`config.mk`:
```
export PLATFORM = sky130hd
export DESIGN_NAME = mac_unit
export DESIGN_NICKNAME = d
export VERILOG_FILES = /design/src/rtl/mac_pkg.sv /design/src/rtl/mac_mul.sv /design/src/rtl/mac_addsub.sv /design/src/rtl/mac_unit.sv
export SDC_FILE = /design/constraint.sdc
export NUM_CORES = 2
export LEC_CHECK = 0
export BUFFER_PORTS_ARGS = -buffer_cell sky130_fd_sc_hd__buf_2
export CAP_MARGIN = 10
export CORE_ASPECT_RATIO = 0.9
export CORE_UTILIZATION = 60
export DETAILED_ROUTE_END_ITERATION = 8
export GPL_ROUTABILITY_DRIVEN = 0
export PLACE_DENSITY_LB_ADDON = 0.12
export RECOVER_POWER = 100
export SLEW_MARGIN = 20
export SYNTH_ARGS = -nofsm -noshare
export SYNTH_HDL_FRONTEND = slang
export SYNTH_HIERARCHICAL = 1
export SYNTH_SLANG_ARGS = --single-unit
```
`constraint.sdc`:
```
create_clock -name mclk_i -period 14.4 [get_ports mclk_i]
set_input_delay 2.88 -clock mclk_i [delete_from_list [all_inputs] [get_ports mclk_i]]
set_output_delay 2.88 -clock mclk_i [all_outputs]
set_load 0.01 [all_outputs]
```
`src/rtl/mac_pkg.sv`:
```
// Overview of operation
// - Chain multiply writes product-high only, source untouched.
// - Chain multiply rounds the upper product word.
// - Chain operand length is chain length plus two.
// - Rounded multiply never alters the source accumulator.
// - Rounded multiply stores rounded upper word in product-high for accumulator sources only.
// - Index register steps by two bytes once per memory-source operation.
// - Word multiply-add adds product-low into destination accumulator.
// - Add and subtract forms update overflow, sign, zero, carry.
// - Memory source sets tag from seventeenth word bit.
// - Word multiply-subtract subtracts product-low from destination.
// - Pointer modifier adjusts accumulator pointer before multiplying.
// - Memory chain add walks words from index address.
// - Accumulator chain add uses offset accumulator string source.
// - Single-word multiply rounds only for accumulator sources.
package mac_pkg;

   // =========================================================
   // Widths, sizes and constants
   localparam int          DATA_W     = 16;
   localparam int          ACC_WORDS  = 32;
   localparam int          PTR_COUNT  = 4;
   localparam int          TAG_BIT    = 16;
   localparam logic [4:0]  CHAIN_XTRA = 5'h02;
   localparam logic [15:0] ADDR_STEP  = 16'h0002;
   localparam logic [4:0]  ACC_OFFSET = 5'h10;
   localparam logic [15:0] SAT_POS    = 16'h7fff;
   localparam logic [15:0] RST_WORD   = 16'h0000;
   localparam logic [4:0]  RST_PTR    = 5'h00;
   localparam logic [3:0]  RST_LEN    = 4'h0;

   // =========================================================
   // Operations
   typedef enum logic [2:0]
   {
      OP_ROUND_MUL = 3'b000, // rounded_multiply_op
      OP_CHAIN_MUL = 3'b001, // chain_multiply_op
      OP_MAC_ADD   = 3'b010, // multiply_add_low_op
      OP_CHAIN_ADD = 3'b011, // chain_multiply_add_low_op
      OP_MAC_SUB   = 3'b100, // multiply_subtract_low_op
      OP_CHAIN_SUB = 3'b101  // chain_multiply_subtract_low_op
   } mac_op_t;

   // Pointer and index modifiers.
   typedef enum logic [1:0]
   {
      MOD_NONE = 2'b00,
      MOD_INC  = 2'b01,
      MOD_DEC  = 2'b10
   } mac_mod_t;

   // Sequencer states.
   typedef enum logic [2:0]
   {
      ST_IDLE   = 3'b000,
      ST_PREMOD = 3'b001,
      ST_FETCH  = 3'b010,
      ST_EXEC   = 3'b011,
      ST_DONE   = 3'b100
   } mac_state_t;

endpackage

```
`src/rtl/mac_mul.sv`:
```
`timescale 1ns/1ps
// =========================================================
// One word step of a multiword product: operand times word plus carry.
module mac_mul
   import mac_pkg::*;
(
   // Operands
   input  logic [15:0] mult_i,
   input  logic [15:0] word_i,
   input  logic        word_signed_i,
   input  logic [15:0] carry_i,
   // Result
   output logic [15:0] low_o,
   output logic [15:0] high_o
);

   logic signed [33:0] mult_ext;
   logic signed [33:0] word_ext;
   logic signed [33:0] carry_ext;
   logic signed [33:0] prod;

   // Lower string words are magnitudes; only the top word carries sign.
   // Operands are widened first so the product keeps all of its bits.
   assign mult_ext  = {{18{mult_i[15]}}, mult_i};
   assign word_ext  = word_signed_i ? {{18{word_i[15]}}, word_i}
                                    : {18'h00000, word_i};
   assign carry_ext = {{18{carry_i[15]}}, carry_i};
   assign prod      = mult_ext * word_ext + carry_ext;
   assign low_o    = prod[15:0];
   assign high_o   = prod[31:16];

endmodule // mac_mul

```
`src/rtl/mac_addsub.sv`:
```
`timescale 1ns/1ps
// =========================================================
// One word step of a string add or subtract with carry chaining.
module mac_addsub
   import mac_pkg::*;
(
   // Operands
   input  logic [15:0] a_i,
   input  logic [15:0] b_i,
   input  logic        sub_i,
   input  logic        carry_i,
   // Result
   output logic [15:0] sum_o,
   output logic        carry_o,
   output logic        ovf_o
);

   logic [15:0] b_x;
   logic [16:0] total;

   // Subtraction is addition of the complement with carry in set.
   assign b_x     = sub_i ? ~b_i : b_i;
   assign total   = {1'b0, a_i} + {1'b0, b_x} + {16'h0000, carry_i};
   assign sum_o   = total[15:0];
   assign carry_o = total[16];
   assign ovf_o   = (a_i[15] == b_x[15]) && (total[15] != a_i[15]);

endmodule // mac_addsub

```
`src/rtl/mac_unit.sv`:
```
`timescale 1ns/1ps
// =========================================================
// Multiply-accumulate unit with accumulator string file.
module mac_unit
   import mac_pkg::*;
(
   // Clock and reset
   input  logic        mclk_i,
   input  logic        nrst_i,
   // Operation issue
   input  logic        op_valid_i,
   input  mac_op_t     op_code_i,
   input  logic        src_mem_i,
   input  logic [1:0]  acc_select_i,
   input  logic        src_offset_i,
   input  logic        dst_offset_i,
   input  mac_mod_t    ptr_mod_i,
   input  mac_mod_t    idx_mod_i,
   output logic        op_ready_o,
   output logic        op_done_o,
   // Register loads, taken while idle
   input  logic        mult_load_i,
   input  logic [15:0] mult_value_i,
   input  logic        chain_len_load_i,
   input  logic [3:0]  chain_len_value_i,
   input  logic        idx_load_i,
   input  logic [15:0] idx_value_i,
   input  logic        ptr_load_i,
   input  logic [4:0]  ptr_value_i,
   // Accumulator file access, writes taken while idle
   input  logic        acc_wr_i,
   input  logic [4:0]  acc_wr_addr_i,
   input  logic [15:0] acc_wr_data_i,
   input  logic [4:0]  acc_rd_addr_i,
   output logic [15:0] acc_rd_data_o,
   // Data memory read port
   output logic        mem_rd_o,
   output logic [15:0] mem_addr_o,
   input  logic [16:0] mem_rdata_i,
   input  logic        mem_rvalid_i,
   // Results and status
   output logic [15:0] product_high_o,
   output logic [15:0] product_low_o,
   output logic [15:0] index_reg_three_o,
   output logic        overflow_flag_o,
   output logic        sign_flag_o,
   output logic        zero_flag_o,
   output logic        carry_flag_o,
   output logic        tag_flag_o
);

   // =========================================================
   // State
   mac_state_t  state;
   logic [15:0] multiplier_operand_reg;
   logic [15:0] product_high_reg;
   logic [15:0] product_low_reg;
   logic [15:0] index_reg_three;
   logic [3:0]  chain_length_reg;
   logic [4:0]  accumulator_pointer [PTR_COUNT];
   logic [15:0] acc_ram [ACC_WORDS];
   mac_op_t     cur_op;
   mac_mod_t    cur_ptr_mod;
   mac_mod_t    cur_idx_mod;
   logic        cur_mem;
   logic [1:0]  cur_sel;
   logic        cur_src_off;
   logic        cur_dst_off;
   logic [4:0]  word_idx;
   logic [4:0]  last_idx;
   logic [15:0] mul_carry;
   logic        add_carry;
   logic        zero_run;
   logic [15:0] mem_word;
   logic [15:0] mem_addr;
   logic        overflow_flag;
   logic        sign_flag;
   logic        zero_flag;
   logic        carry_flag;
   logic        tag_flag;

   // Word address of a string element, optionally in the offset bank.
   function automatic logic [4:0] acc_addr(input logic [4:0] base,
                                           input logic       off,
                                           input logic [4:0] idx);
      acc_addr = (off ? (base ^ ACC_OFFSET) : base) + idx;
   endfunction

   function automatic logic op_is_chain(input mac_op_t op);
      op_is_chain = (op == OP_CHAIN_MUL) || (op == OP_CHAIN_ADD)
                 || (op == OP_CHAIN_SUB);
   endfunction

   function automatic logic op_is_sub(input mac_op_t op);
      op_is_sub = (op == OP_MAC_SUB) || (op == OP_CHAIN_SUB);
   endfunction

   // =========================================================
   // Datapath
   logic        accept;
   logic        exec;
   logic        last;
   logic        is_mac;
   logic        do_round;
   logic        acc_we;
   logic [4:0]  src_addr;
   logic [4:0]  dst_addr;
   logic [15:0] src_word;
   logic [15:0] dst_word;
   logic [15:0] mul_low;
   logic [15:0] mul_high;
   logic [15:0] sum;
   logic        sum_carry;
   logic        sum_ovf;
   logic [15:0] rounded_high;

   // Decode of the operation in flight.
   assign accept   = op_valid_i && (state == ST_IDLE);
   assign exec     = (state == ST_EXEC);
   assign last     = (word_idx == last_idx);
   assign is_mac   = (cur_op != OP_ROUND_MUL) && (cur_op != OP_CHAIN_MUL);
   assign do_round = ((cur_op == OP_ROUND_MUL) && !cur_mem)
                  || (cur_op == OP_CHAIN_MUL);
   // Only the accumulate forms ever write the accumulator file.
   assign acc_we   = exec && is_mac;

   // Source comes from memory or from the accumulator string, offset when src_offset_i is set.
   assign src_addr = acc_addr(accumulator_pointer[cur_sel], cur_src_off,
                              word_idx);
   assign dst_addr = acc_addr(accumulator_pointer[cur_sel], cur_dst_off,
                              word_idx);
   assign src_word = cur_mem ? mem_word : acc_ram[src_addr];
   assign dst_word = acc_ram[dst_addr];

   mac_mul mac_mul_inst
   (
      .mult_i        (multiplier_operand_reg),
      .word_i        (src_word),
      .word_signed_i (last),
      .carry_i       (mul_carry),
      .low_o         (mul_low),
      .high_o        (mul_high)
   );

   mac_addsub mac_addsub_inst
   (
      .a_i     (dst_word),
      .b_i     (mul_low),
      .sub_i   (op_is_sub(cur_op)),
      .carry_i (add_carry),
      .sum_o   (sum),
      .carry_o (sum_carry),
      .ovf_o   (sum_ovf)
   );

   // Round on the top bit of the low word; saturate so it cannot wrap.
   assign rounded_high = (mul_high == SAT_POS) ? SAT_POS
                       : mul_high + {15'h0000, mul_low[15]};

   // =========================================================
   // Sequencer
   always_ff @(posedge mclk_i or negedge nrst_i)
   begin
      if (!nrst_i)
         state <= ST_IDLE;
      else
      begin
         case (state)
            ST_IDLE:
               if (op_valid_i)
               begin
                  if (ptr_mod_i != MOD_NONE)
                     state <= ST_PREMOD;
                  else
                     state <= src_mem_i ? ST_FETCH : ST_EXEC;
               end
            ST_PREMOD:
               state <= cur_mem ? ST_FETCH : ST_EXEC;
            ST_FETCH:
               if (mem_rvalid_i)
                  state <= ST_EXEC;
            ST_EXEC:
               if (last)
                  state <= ST_DONE;
               else
                  state <= cur_mem ? ST_FETCH : ST_EXEC;
            default:
               state <= ST_IDLE;
         endcase
      end
   end

   // Operation fields are held for the whole operation.
   always_ff @(posedge mclk_i or negedge nrst_i)
   begin
      if (!nrst_i)
      begin
         cur_op      <= OP_ROUND_MUL;
         cur_ptr_mod <= MOD_NONE;
         cur_idx_mod <= MOD_NONE;
         cur_mem     <= 1'b0;
         cur_sel     <= 2'b00;
         cur_src_off <= 1'b0;
         cur_dst_off <= 1'b0;
         last_idx    <= 5'h00;
      end
      else if (accept)
      begin
         cur_op      <= op_code_i;
         cur_ptr_mod <= ptr_mod_i;
         cur_idx_mod <= idx_mod_i;
         cur_mem     <= src_mem_i;
         cur_sel     <= acc_select_i;
         cur_src_off <= src_offset_i;
         cur_dst_off <= dst_offset_i;
         // A string spans the chain length plus two words.
         last_idx    <= op_is_chain(op_code_i)
                      ? {1'b0, chain_length_reg} + CHAIN_XTRA - 5'h01
                      : 5'h00;
      end
   end

   // Word walk: product carry, add carry and zero tracking per word.
   always_ff @(posedge mclk_i or negedge nrst_i)
   begin
      if (!nrst_i)
      begin
         word_idx  <= 5'h00;
         mul_carry <= RST_WORD;
         add_carry <= 1'b0;
         zero_run  <= 1'b1;
         mem_addr  <= RST_WORD;
      end
      else if (accept)
      begin
         word_idx  <= 5'h00;
         mul_carry <= RST_WORD;
         add_carry <= op_is_sub(op_code_i);
         zero_run  <= 1'b1;
         mem_addr  <= index_reg_three;
      end
      else if (exec)
      begin
         word_idx  <= word_idx + 5'h01;
         mul_carry <= mul_high;
         add_carry <= sum_carry;
         zero_run  <= zero_run && (sum == RST_WORD);
         mem_addr  <= mem_addr + ADDR_STEP;
      end
   end

   // Memory word capture; the tag comes from the seventeenth bit.
   always_ff @(posedge mclk_i or negedge nrst_i)
   begin
      if (!nrst_i)
      begin
         mem_word <= RST_WORD;
         tag_flag <= 1'b0;
      end
      else if ((state == ST_FETCH) && mem_rvalid_i)
      begin
         mem_word <= mem_rdata_i[15:0];
         tag_flag <= mem_rdata_i[TAG_BIT];
      end
   end

   // Product registers. The chain multiply leaves product-low alone.
   always_ff @(posedge mclk_i or negedge nrst_i)
   begin
      if (!nrst_i)
      begin
         product_high_reg <= RST_WORD;
         product_low_reg  <= RST_WORD;
      end
      else if (exec)
      begin
         if (cur_op != OP_CHAIN_MUL)
            product_low_reg <= mul_low;
         if (last)
            product_high_reg <= do_round ? rounded_high
                                         : mul_high;
      end
   end

   // Status flags follow the last word of an accumulation only.
   always_ff @(posedge mclk_i or negedge nrst_i)
   begin
      if (!nrst_i)
      begin
         overflow_flag <= 1'b0;
         sign_flag     <= 1'b0;
         zero_flag     <= 1'b0;
         carry_flag    <= 1'b0;
      end
      else if (exec && last && is_mac)
      begin
         overflow_flag <= sum_ovf;
         sign_flag     <= sum[15];
         zero_flag     <= zero_run && (sum == RST_WORD);
         carry_flag    <= sum_carry;
      end
   end

   // Accumulator file; the unit has priority over outside writes.
   always_ff @(posedge mclk_i or negedge nrst_i)
   begin
      if (!nrst_i)
      begin
         for (int i = 0; i < ACC_WORDS; i++)
            acc_ram[i] <= RST_WORD;
         acc_rd_data_o <= RST_WORD;
      end
      else
      begin
         if (acc_we)
            acc_ram[dst_addr] <= sum;
         else if (acc_wr_i && (state == ST_IDLE))
            acc_ram[acc_wr_addr_i] <= acc_wr_data_i;
         acc_rd_data_o <= acc_ram[acc_rd_addr_i];
      end
   end

   // Pointers: loaded while idle, stepped before the operation starts.
   always_ff @(posedge mclk_i or negedge nrst_i)
   begin
      if (!nrst_i)
      begin
         for (int i = 0; i < PTR_COUNT; i++)
            accumulator_pointer[i] <= RST_PTR;
      end
      else if (state == ST_PREMOD)
      begin
         if (cur_ptr_mod == MOD_INC)
            accumulator_pointer[cur_sel] <= accumulator_pointer[cur_sel]
                                          + 5'h01;
         else
            accumulator_pointer[cur_sel] <= accumulator_pointer[cur_sel]
                                          - 5'h01;
      end
      else if (ptr_load_i && (state == ST_IDLE))
         accumulator_pointer[acc_select_i] <= ptr_value_i;
   end

   // Index register: post-modified by one word after a memory operand.
   always_ff @(posedge mclk_i or negedge nrst_i)
   begin
      if (!nrst_i)
         index_reg_three <= RST_WORD;
      else if ((state == ST_DONE) && cur_mem)
      begin
         if (cur_idx_mod == MOD_INC)
            index_reg_three <= index_reg_three + ADDR_STEP;
         else if (cur_idx_mod == MOD_DEC)
            index_reg_three <= index_reg_three - ADDR_STEP;
      end
      else if (idx_load_i && (state == ST_IDLE))
         index_reg_three <= idx_value_i;
   end

   // Operand and length registers, loaded only between operations.
   always_ff @(posedge mclk_i or negedge nrst_i)
   begin
      if (!nrst_i)
      begin
         multiplier_operand_reg <= RST_WORD;
         chain_length_reg       <= RST_LEN;
      end
      else if (state == ST_IDLE)
      begin
         if (mult_load_i)
            multiplier_operand_reg <= mult_value_i;
         if (chain_len_load_i)
            chain_length_reg <= chain_len_value_i;
      end
   end

   // =========================================================
   // Outputs
   assign op_ready_o        = (state == ST_IDLE);
   assign op_done_o         = (state == ST_DONE);
   assign mem_rd_o          = (state == ST_FETCH);
   assign mem_addr_o        = mem_addr;
   assign product_high_o    = product_high_reg;
   assign product_low_o     = product_low_reg;
   assign index_reg_three_o = index_reg_three;
   assign overflow_flag_o   = overflow_flag;
   assign sign_flag_o       = sign_flag;
   assign zero_flag_o       = zero_flag;
   assign carry_flag_o      = carry_flag;
   assign tag_flag_o        = tag_flag;
endmodule // mac_unit

```
==> After elaboration in Yosys (flattened, before gate mapping) <==
Cells that the tools add are included.
{ "classes": {"order_cmp": 10, "reduce_logical": 38, "mux": 59, "n_addsub": 14, "multipliers": 1, "bitwise": 8, "n_eq_ne": 22} }
{ "op_table": {"columns": ["operator", "n"], "rows": [
  ["512-bit bitwise mux", 2],
  ["512-bit 2-to-1 mux", 2],
  ["16-bit 2-to-1 mux", 20],
  ["16-bit binary-select mux with 5-bit select", 3],
  ["16-bit demux with 5-bit select", 2],
  ["20-bit bitwise mux", 3],
  ["20-bit 2-to-1 mux", 3],
  ["5-bit 2-to-1 mux", 9],
  ["16-bit by 34-bit multiplier with 32-bit output", 1],
  ["34-bit 2-to-1 mux", 1],
  ["16-bit by 2-bit adder with 16-bit output (second input constant)", 2],
  ["32-bit by 16-bit adder with 32-bit output", 1],
  ["6-bit greater-or-equal comparator (second input constant)", 4],
  ["5-bit inverter with 6-bit output", 4],
  ["5-bit demux with 2-bit select", 2],
  ["16-bit by 16-bit adder with 17-bit output", 1],
  ["17-bit by 1-bit adder with 17-bit output", 1],
  ["1-bit logical AND", 17],
  ["16-bit by 1-bit adder with 16-bit output", 1],
  ["16-bit by 15-bit equality test with 1-bit output (second input constant)", 1],
  ["16-bit logical NOT", 1],
  ["16-bit inverter", 1],
  ["16-bit by 2-bit subtractor with 16-bit output (second input constant)", 1],
  ["3-bit equality test (second input constant)", 5],
  ["other kinds (30)", 64]
]} }
{ "totals": {"input_bits": 105, "output_inout_bits": 88, "wordCells": 214, "register_bits": 696} }

==> Depth between registers and ports, before layout <==
{ "depth": {"word_depth": 23, "depth_mapped": 48, "mapped_depth_nobuf": 42} }

==> Hierarchy <==
The synthesis kept the hierarchy.
{ "modules_own_cells": {"columns": ["module", "instances", "area_each_um2", "seq_area_each_um2", "cells_each"], "rows": [
  ["mac_unit", 1, 40860.4, 17418.0, 3346],
  ["mac_mul", 1, 10625.2, 0.0, 1175],
  ["mac_addsub", 1, 1118.6, 0.0, 147]
]} }

==> Worst setup path after synthesis <==
No wires, ideal clock.
{ "synth_timing": {"path_kind": "register to register", "startpoint": "register cur_sel[0]", "endpoint": "register product_high_reg[5], in the netlist product_high_o[5]", "setup_ns": 0.077, "slack_ns": 3.487, "arrival_ns": 10.835, "stages_incl_launch_ff": 40, "period_less_slack_ns": 10.913, "required_time_ns": 14.323, "n_path_buf": 7, "path_cell_list": "dfrtp_1 > buf_1 > mux4_2 > ha_1 > fa_1 > clkbuf_1 > clkbuf_1 > clkbuf_1 > buf_1 > a211oi_1 > a31oi_1 > mux2i_1 > o21ai_0 > clkbuf_1 > nand2_1 > fa_1 > inv_1 > fa_1 > [... 4 more ...] > fa_1 > inv_1 > ha_1 > a21o_1 > a21o_1 > a221o_1 > a21o_1 > nor2_2 > a21oi_2 > a21oi_1 > xnor2_1 > and3_1 > and3_1 > nand2_1 > nor4_1 > a31oi_1 > clkbuf_1 > a21oi_1"} }
{ "synth_between": {"elab_chain_len": 18, "elab_cells_between_ends": 19, "cone_classes": "3 x add/sub; 1 x mul; 1 x eq/ne; 11 x mux; 3 x bitwise"} }
{ "synth_rtl": {"columns": ["item", "line_no", "rtl"], "rows": [
  ["start: declaration", "mac_unit.sv:66", "logic [1:0] cur_sel;"],
  ["start signal: assignment", "mac_unit.sv:213", "cur_sel <= acc_select_i;"],
  ["2-bit inverter with 3-bit output (implied by the code) (*)", "mac_unit.sv:128", "assign src_addr = acc_addr(accumulator_pointer[cur_sel], cur_src_off,"],
  ["5-bit binary-select mux with 2-bit select (*)", "mac_unit.sv:128", null],
  ["5-bit 2-to-1 mux (implied by the code) (*) (2 in a row)", "mac_unit.sv:128", null],
  ["1-bit inverter (no source line)", null, null],
  ["5-bit 2-to-1 mux (*)", "mac_unit.sv:86", "acc_addr = (off ? (base ^ ACC_OFFSET) : base) + idx;"],
  ["5-bit adder (*)", "mac_unit.sv:86", null],
  ["5-bit inverter with 6-bit output (implied by the code) (*)", "mac_unit.sv:132", "assign src_word = cur_mem ? mem_word : acc_ram[src_addr];"],
  ["16-bit binary-select mux with 5-bit select (*)", "mac_unit.sv:132", null],
  ["[... 3 more ...]", null, null],
  ["named net src_word[8]", "mac_unit.sv:108", "logic [15:0] src_word;"],
  ["34-bit 2-to-1 mux (*)", "mac_mul.sv:25", "assign word_ext = word_signed_i ? {{18{word_i[15]}}, word_i}"],
  ["16-bit by 34-bit multiplier with 32-bit output (*)", "mac_mul.sv:28", "assign prod = mult_ext * word_ext + carry_ext;"],
  ["32-bit by 16-bit adder with 32-bit output (*)", "mac_mul.sv:28", null],
  ["named net mul_high[11]", "mac_unit.sv:111", "logic [15:0] mul_high;"],
  ["16-bit by 15-bit equality test with 1-bit output (*)", "mac_unit.sv:157", "assign rounded_high = (mul_high == SAT_POS) ? SAT_POS"],
  ["16-bit 2-to-1 mux (*)", "mac_unit.sv:157", null],
  ["16-bit 2-to-1 mux (*)", "mac_unit.sv:280", "product_high_reg <= do_round ? rounded_high"],
  ["end signal: assignment", "mac_unit.sv:280", null],
  ["end: declaration", "mac_unit.sv:56", "logic [15:0] product_high_reg;"]
]} }
The timed path passes the listed nets; every way through them passes the cells marked *. The select of a mux whose other input is x is not followed.
A chain may end at the register's enable or synchronous reset.

==> Final worst setup path <==
{ "layout_timing": {"startpoint": "register cur_sel[0]", "endpoint": "register acc_ram[491] in the netlist's numbering"} }
{ "layout_between": {"elab_chain_len": 21, "elab_cells_between_ends": 32, "cone_classes": "5 x add/sub; 1 x mul; 2 x order compare; 18 x mux; 5 x bitwise; 1 x reduce/logical"} }
{ "layout_rtl": {"columns": ["item", "line_no", "rtl"], "rows": [
  ["2-bit inverter with 3-bit output (implied by the code) (*)", "mac_unit.sv:128", null],
  ["5-bit binary-select mux with 2-bit select (*)", "mac_unit.sv:128", null],
  ["5-bit 2-to-1 mux (implied by the code) (*) (2 in a row)", "mac_unit.sv:128", null],
  ["1-bit inverter (no source line)", null, null],
  ["5-bit 2-to-1 mux (*)", "mac_unit.sv:86", null],
  ["5-bit adder (*)", "mac_unit.sv:86", null],
  ["5-bit inverter with 6-bit output (implied by the code) (*)", "mac_unit.sv:132", null],
  ["16-bit binary-select mux with 5-bit select (*)", "mac_unit.sv:132", null],
  ["[... 3 more ...]", null, null],
  ["named net src_word[2]", "mac_unit.sv:108", null],
  ["[... 3 more ...]", null, null],
  ["named net mul_low[8]", "mac_unit.sv:110", "logic [15:0] mul_low;"],
  ["16-bit inverter", "mac_addsub.sv:22", "assign b_x = sub_i ? ~b_i : b_i;"],
  ["16-bit 2-to-1 mux (*)", "mac_addsub.sv:22", null],
  ["16-bit by 16-bit adder with 17-bit output (*)", "mac_addsub.sv:23", "assign total = {1'b0, a_i} + {1'b0, b_x} + {16'h0000, carry_i};"],
  ["17-bit by 1-bit adder with 17-bit output (*)", "mac_addsub.sv:23", null],
  ["named net sum[11]", "mac_unit.sv:112", "logic [15:0] sum;"],
  ["512-bit bitwise mux (*)", "mac_unit.sv:316", "acc_ram[dst_addr] <= sum;"],
  ["512-bit 2-to-1 mux (*)", "mac_unit.sv:315", "if (acc_we)"],
  ["end signal: indexed assignment", "mac_unit.sv:316", null],
  ["end signal: indexed assignment", "mac_unit.sv:318", "acc_ram[acc_wr_addr_i] <= acc_wr_data_i;"],
  ["end: declaration", "mac_unit.sv:61", "logic [15:0] acc_ram [ACC_WORDS];"]
]} }
Marks and branches as above.

==> impl_metrics.env <==
export IMPL_ios=193
export IMPL_synth_adder_area_share_pct=14.1
export IMPL_status="finished with violations"
export IMPL_required_ns=15.03
export IMPL_cts_tree="yes"
export IMPL_instances_no_fill=5921
export IMPL_violations="capacitance limit, slew limit"
export IMPL_syn_mean_instance_area_um2=11.3
export IMPL_cts_resized=0
export IMPL_path_delay_family="adder cells"
export IMPL_drv_cap=16
export IMPL_yosys_warnings=6
export IMPL_ys_types=84
export IMPL_numCtsBuffers=78
export IMPL_finalCritPeriodShare_pct=94.0
export IMPL_dieArea_mm2=0.0889
export IMPL_top_regs="acc_ram: 512 flops, accumulator_pointer: 20 flops"
export IMPL_synth_xor_xnor_area_share_pct=1.88
export IMPL_drc=0
export IMPL_rows=102
export IMPL_grt_pass1_wl_um=280000
export IMPL_clk_latency_ns=0.69
export IMPL_syn_cell_area_mm2=0.0526
export IMPL_slowest_delay_ns=1.60
export IMPL_ys_async_sr_fraction_pct=100
export IMPL_ys_ff_latch=696
export IMPL_synthCells=4668
export IMPL_fmax_mhz=73.9
export IMPL_drtIter0Drc=5195
export IMPL_path_max_fanout=48
export IMPL_hold_ws_ns=0.484
export IMPL_die_x_um=314
export IMPL_drv_slew=955
export IMPL_hp_class="register to register"
export IMPL_dr_wl_met2_um=76800
export IMPL_cts_buffer_depth=3
export IMPL_crit_top_cell="fa_1"
export IMPL_synth_edf_count=0
export IMPL_yosys_area_share_simple_pct=7.63
export IMPL_initial_core_util_pct=60.9
export IMPL_dp_cells=5774
export IMPL_grt_overflow_total=0
export IMPL_rsz0062_at_grt="no"
export IMPL_drtPass1Iterations=6
export IMPL_fin_tns_setup_ns=0
export IMPL_dr_wl_met3_um=27900
export IMPL_clkTransAtPathRegs_ns=0.06
export IMPL_wirelength_um=186000
export IMPL_hold_viol_final=0
export IMPL_largest_reg_flops=512
export IMPL_cp_start_kind="register"
export IMPL_synth_compound_area_share_pct=10.8
export IMPL_cts_hold_buf=0
export IMPL_routed_top_layer="met5"
export IMPL_die_h_um=283
export IMPL_crit_buf_inv=5
export IMPL_synth_top_family_by_area="multiplexers"
export IMPL_yosys_most_used_dff="dfrtp_1"
export IMPL_port_buffers=192
export IMPL_postCtsSetupRepairBufs=0
export IMPL_crit_path_end_kind="register"
export IMPL_core_area_mm2=0.0864
export IMPL_ys_seq_area_share_pct=33.1
export IMPL_critPathSlowestCell="o311ai_0"
export IMPL_layout_commonest_cell="dfrtp_1"
export IMPL_htree_num_levels=3
export IMPL_ant_nets=0
export IMPL_grt_usage_pct=42.6
export IMPL_root_buffer="clkbuf_16"
export IMPL_fillers=6689
export IMPL_critPathKind="register to register"
export IMPL_syn_num_nets=5189
export IMPL_clkSinkCount=696
export IMPL_synth_area_mux_share_pct=27.1
export IMPL_setup_violations=0
export IMPL_final_cell_mix="695 x dfrtp_1, 600 x mux2_2, 514 x o22ai_1"
export IMPL_tightest_slew_ns=6.37
export IMPL_antenna_found_initial=5
export IMPL_fin_crit_ns=13.53
export IMPL_drive_gt1_share_pct=27.4
export IMPL_area_growth_syn_to_layout_pct=8.68
export IMPL_fin_worst_skew_ns=0.0317
export IMPL_wl_met1_um=69700
export IMPL_vias_per_cell=7.16
export IMPL_max_flop_register="acc_ram"
export IMPL_num_vias=42378
export IMPL_grt_pass1_vias=42503
export IMPL_wl_per_cell_um=31.4
export IMPL_grt_max_degree=146
export IMPL_crit_arrival_ns=14.16
export IMPL_relSlewSlack_pct=-324
export IMPL_utilization_pct=66.2
export IMPL_dp_hpwl_um=121000
export IMPL_layout_nets=5231
-- through the flow --
| stage | area (um2) | worst slack (ns) |
|---|---|---|
| global route | 57200 | 0.595 |
| finish | 57200 | 0.869 |
| global placement | 54700 | 1.94 |
| floorplan | 52600 | 3.49 |
| detailed placement | 54700 | 1.67 |
| CTS | 57400 | 1.56 |
-- path summary, 6_finish.rpt --
check | to | from | cells after the start | slack [ns]
worst max-delay path | acc_ram[491] | cur_sel[0] | 32 | 0.87
worst min-delay path | mem_addr_o[0] | mem_addr_o[0] | 2 | 0.48
worst max register to register | acc_ram[491] | cur_sel[0] | 32 | 0.87
worst min register to register | mem_addr_o[0] | mem_addr_o[0] | 2 | 0.48
max in group asynchronous | acc_ram[419] | nrst_i | 3 | 2.64
min in group asynchronous | acc_ram[244] | nrst_i | 1 | 4.60
-- cells in the mapped netlist (94+ instances only) --
master,instances,area (um2)
mux4_2,294,6620
nand2_1,427,1600
dfrtp_1,695,17400
inv_1,376,1410
nor2_1,127,477
o22ai_1,514,3220
ha_1,122,1530
fa_1,294,5890
o21ai_0,94,470
clkbuf_1,220,826
and2_1,140,876
mux2_2,612,6890
-- routing by layer --
metal	GRT usage [%]	vias to the layer above
met4	22.0	4
met3	17.1	742
li1	-	17032
met2	58.0	3102
met5	0	-
met1	58.6	21498
-- worst min-delay path: cells and delay by family (launching register included) --
family,cells,cell delay (ns)
flops,1,0.34
simple gates,2,0.11
-- area by class of cell --
type | count | area (um2) | share of cell area (%)
timing repair buffer | 315 | 1780 | 3.11
clock buffer | 115 | 2240 | 3.92
clock inverter | 26 | 407 | 0.711
antenna | 6 | 15.0 | 0.0263
tap | 1144 | 1430 | 2.50
multi-input combinational | 3242 | 32500 | 56.8
sequential | 696 | 17400 | 30.5
inverter | 377 | 1420 | 2.48
-- kinds of logic (layout without fill, tap and decap cells) --
group                    Yosys count  count (layout)
XOR/XNOR                         108             108
multiplexers                     979             979
other                              0               6
flip-flops                       696             696
AND/OR/NAND/NOR                  865             865
adder cells (fa/ha/maj)          416             416
AO/OA/AOI/OAI                    874             874
buffers and inverters            730             833
Power is left out: the tool's default activity adds up to more than one toggle a clock period on the data nets, which glitch-free logic cannot reach.
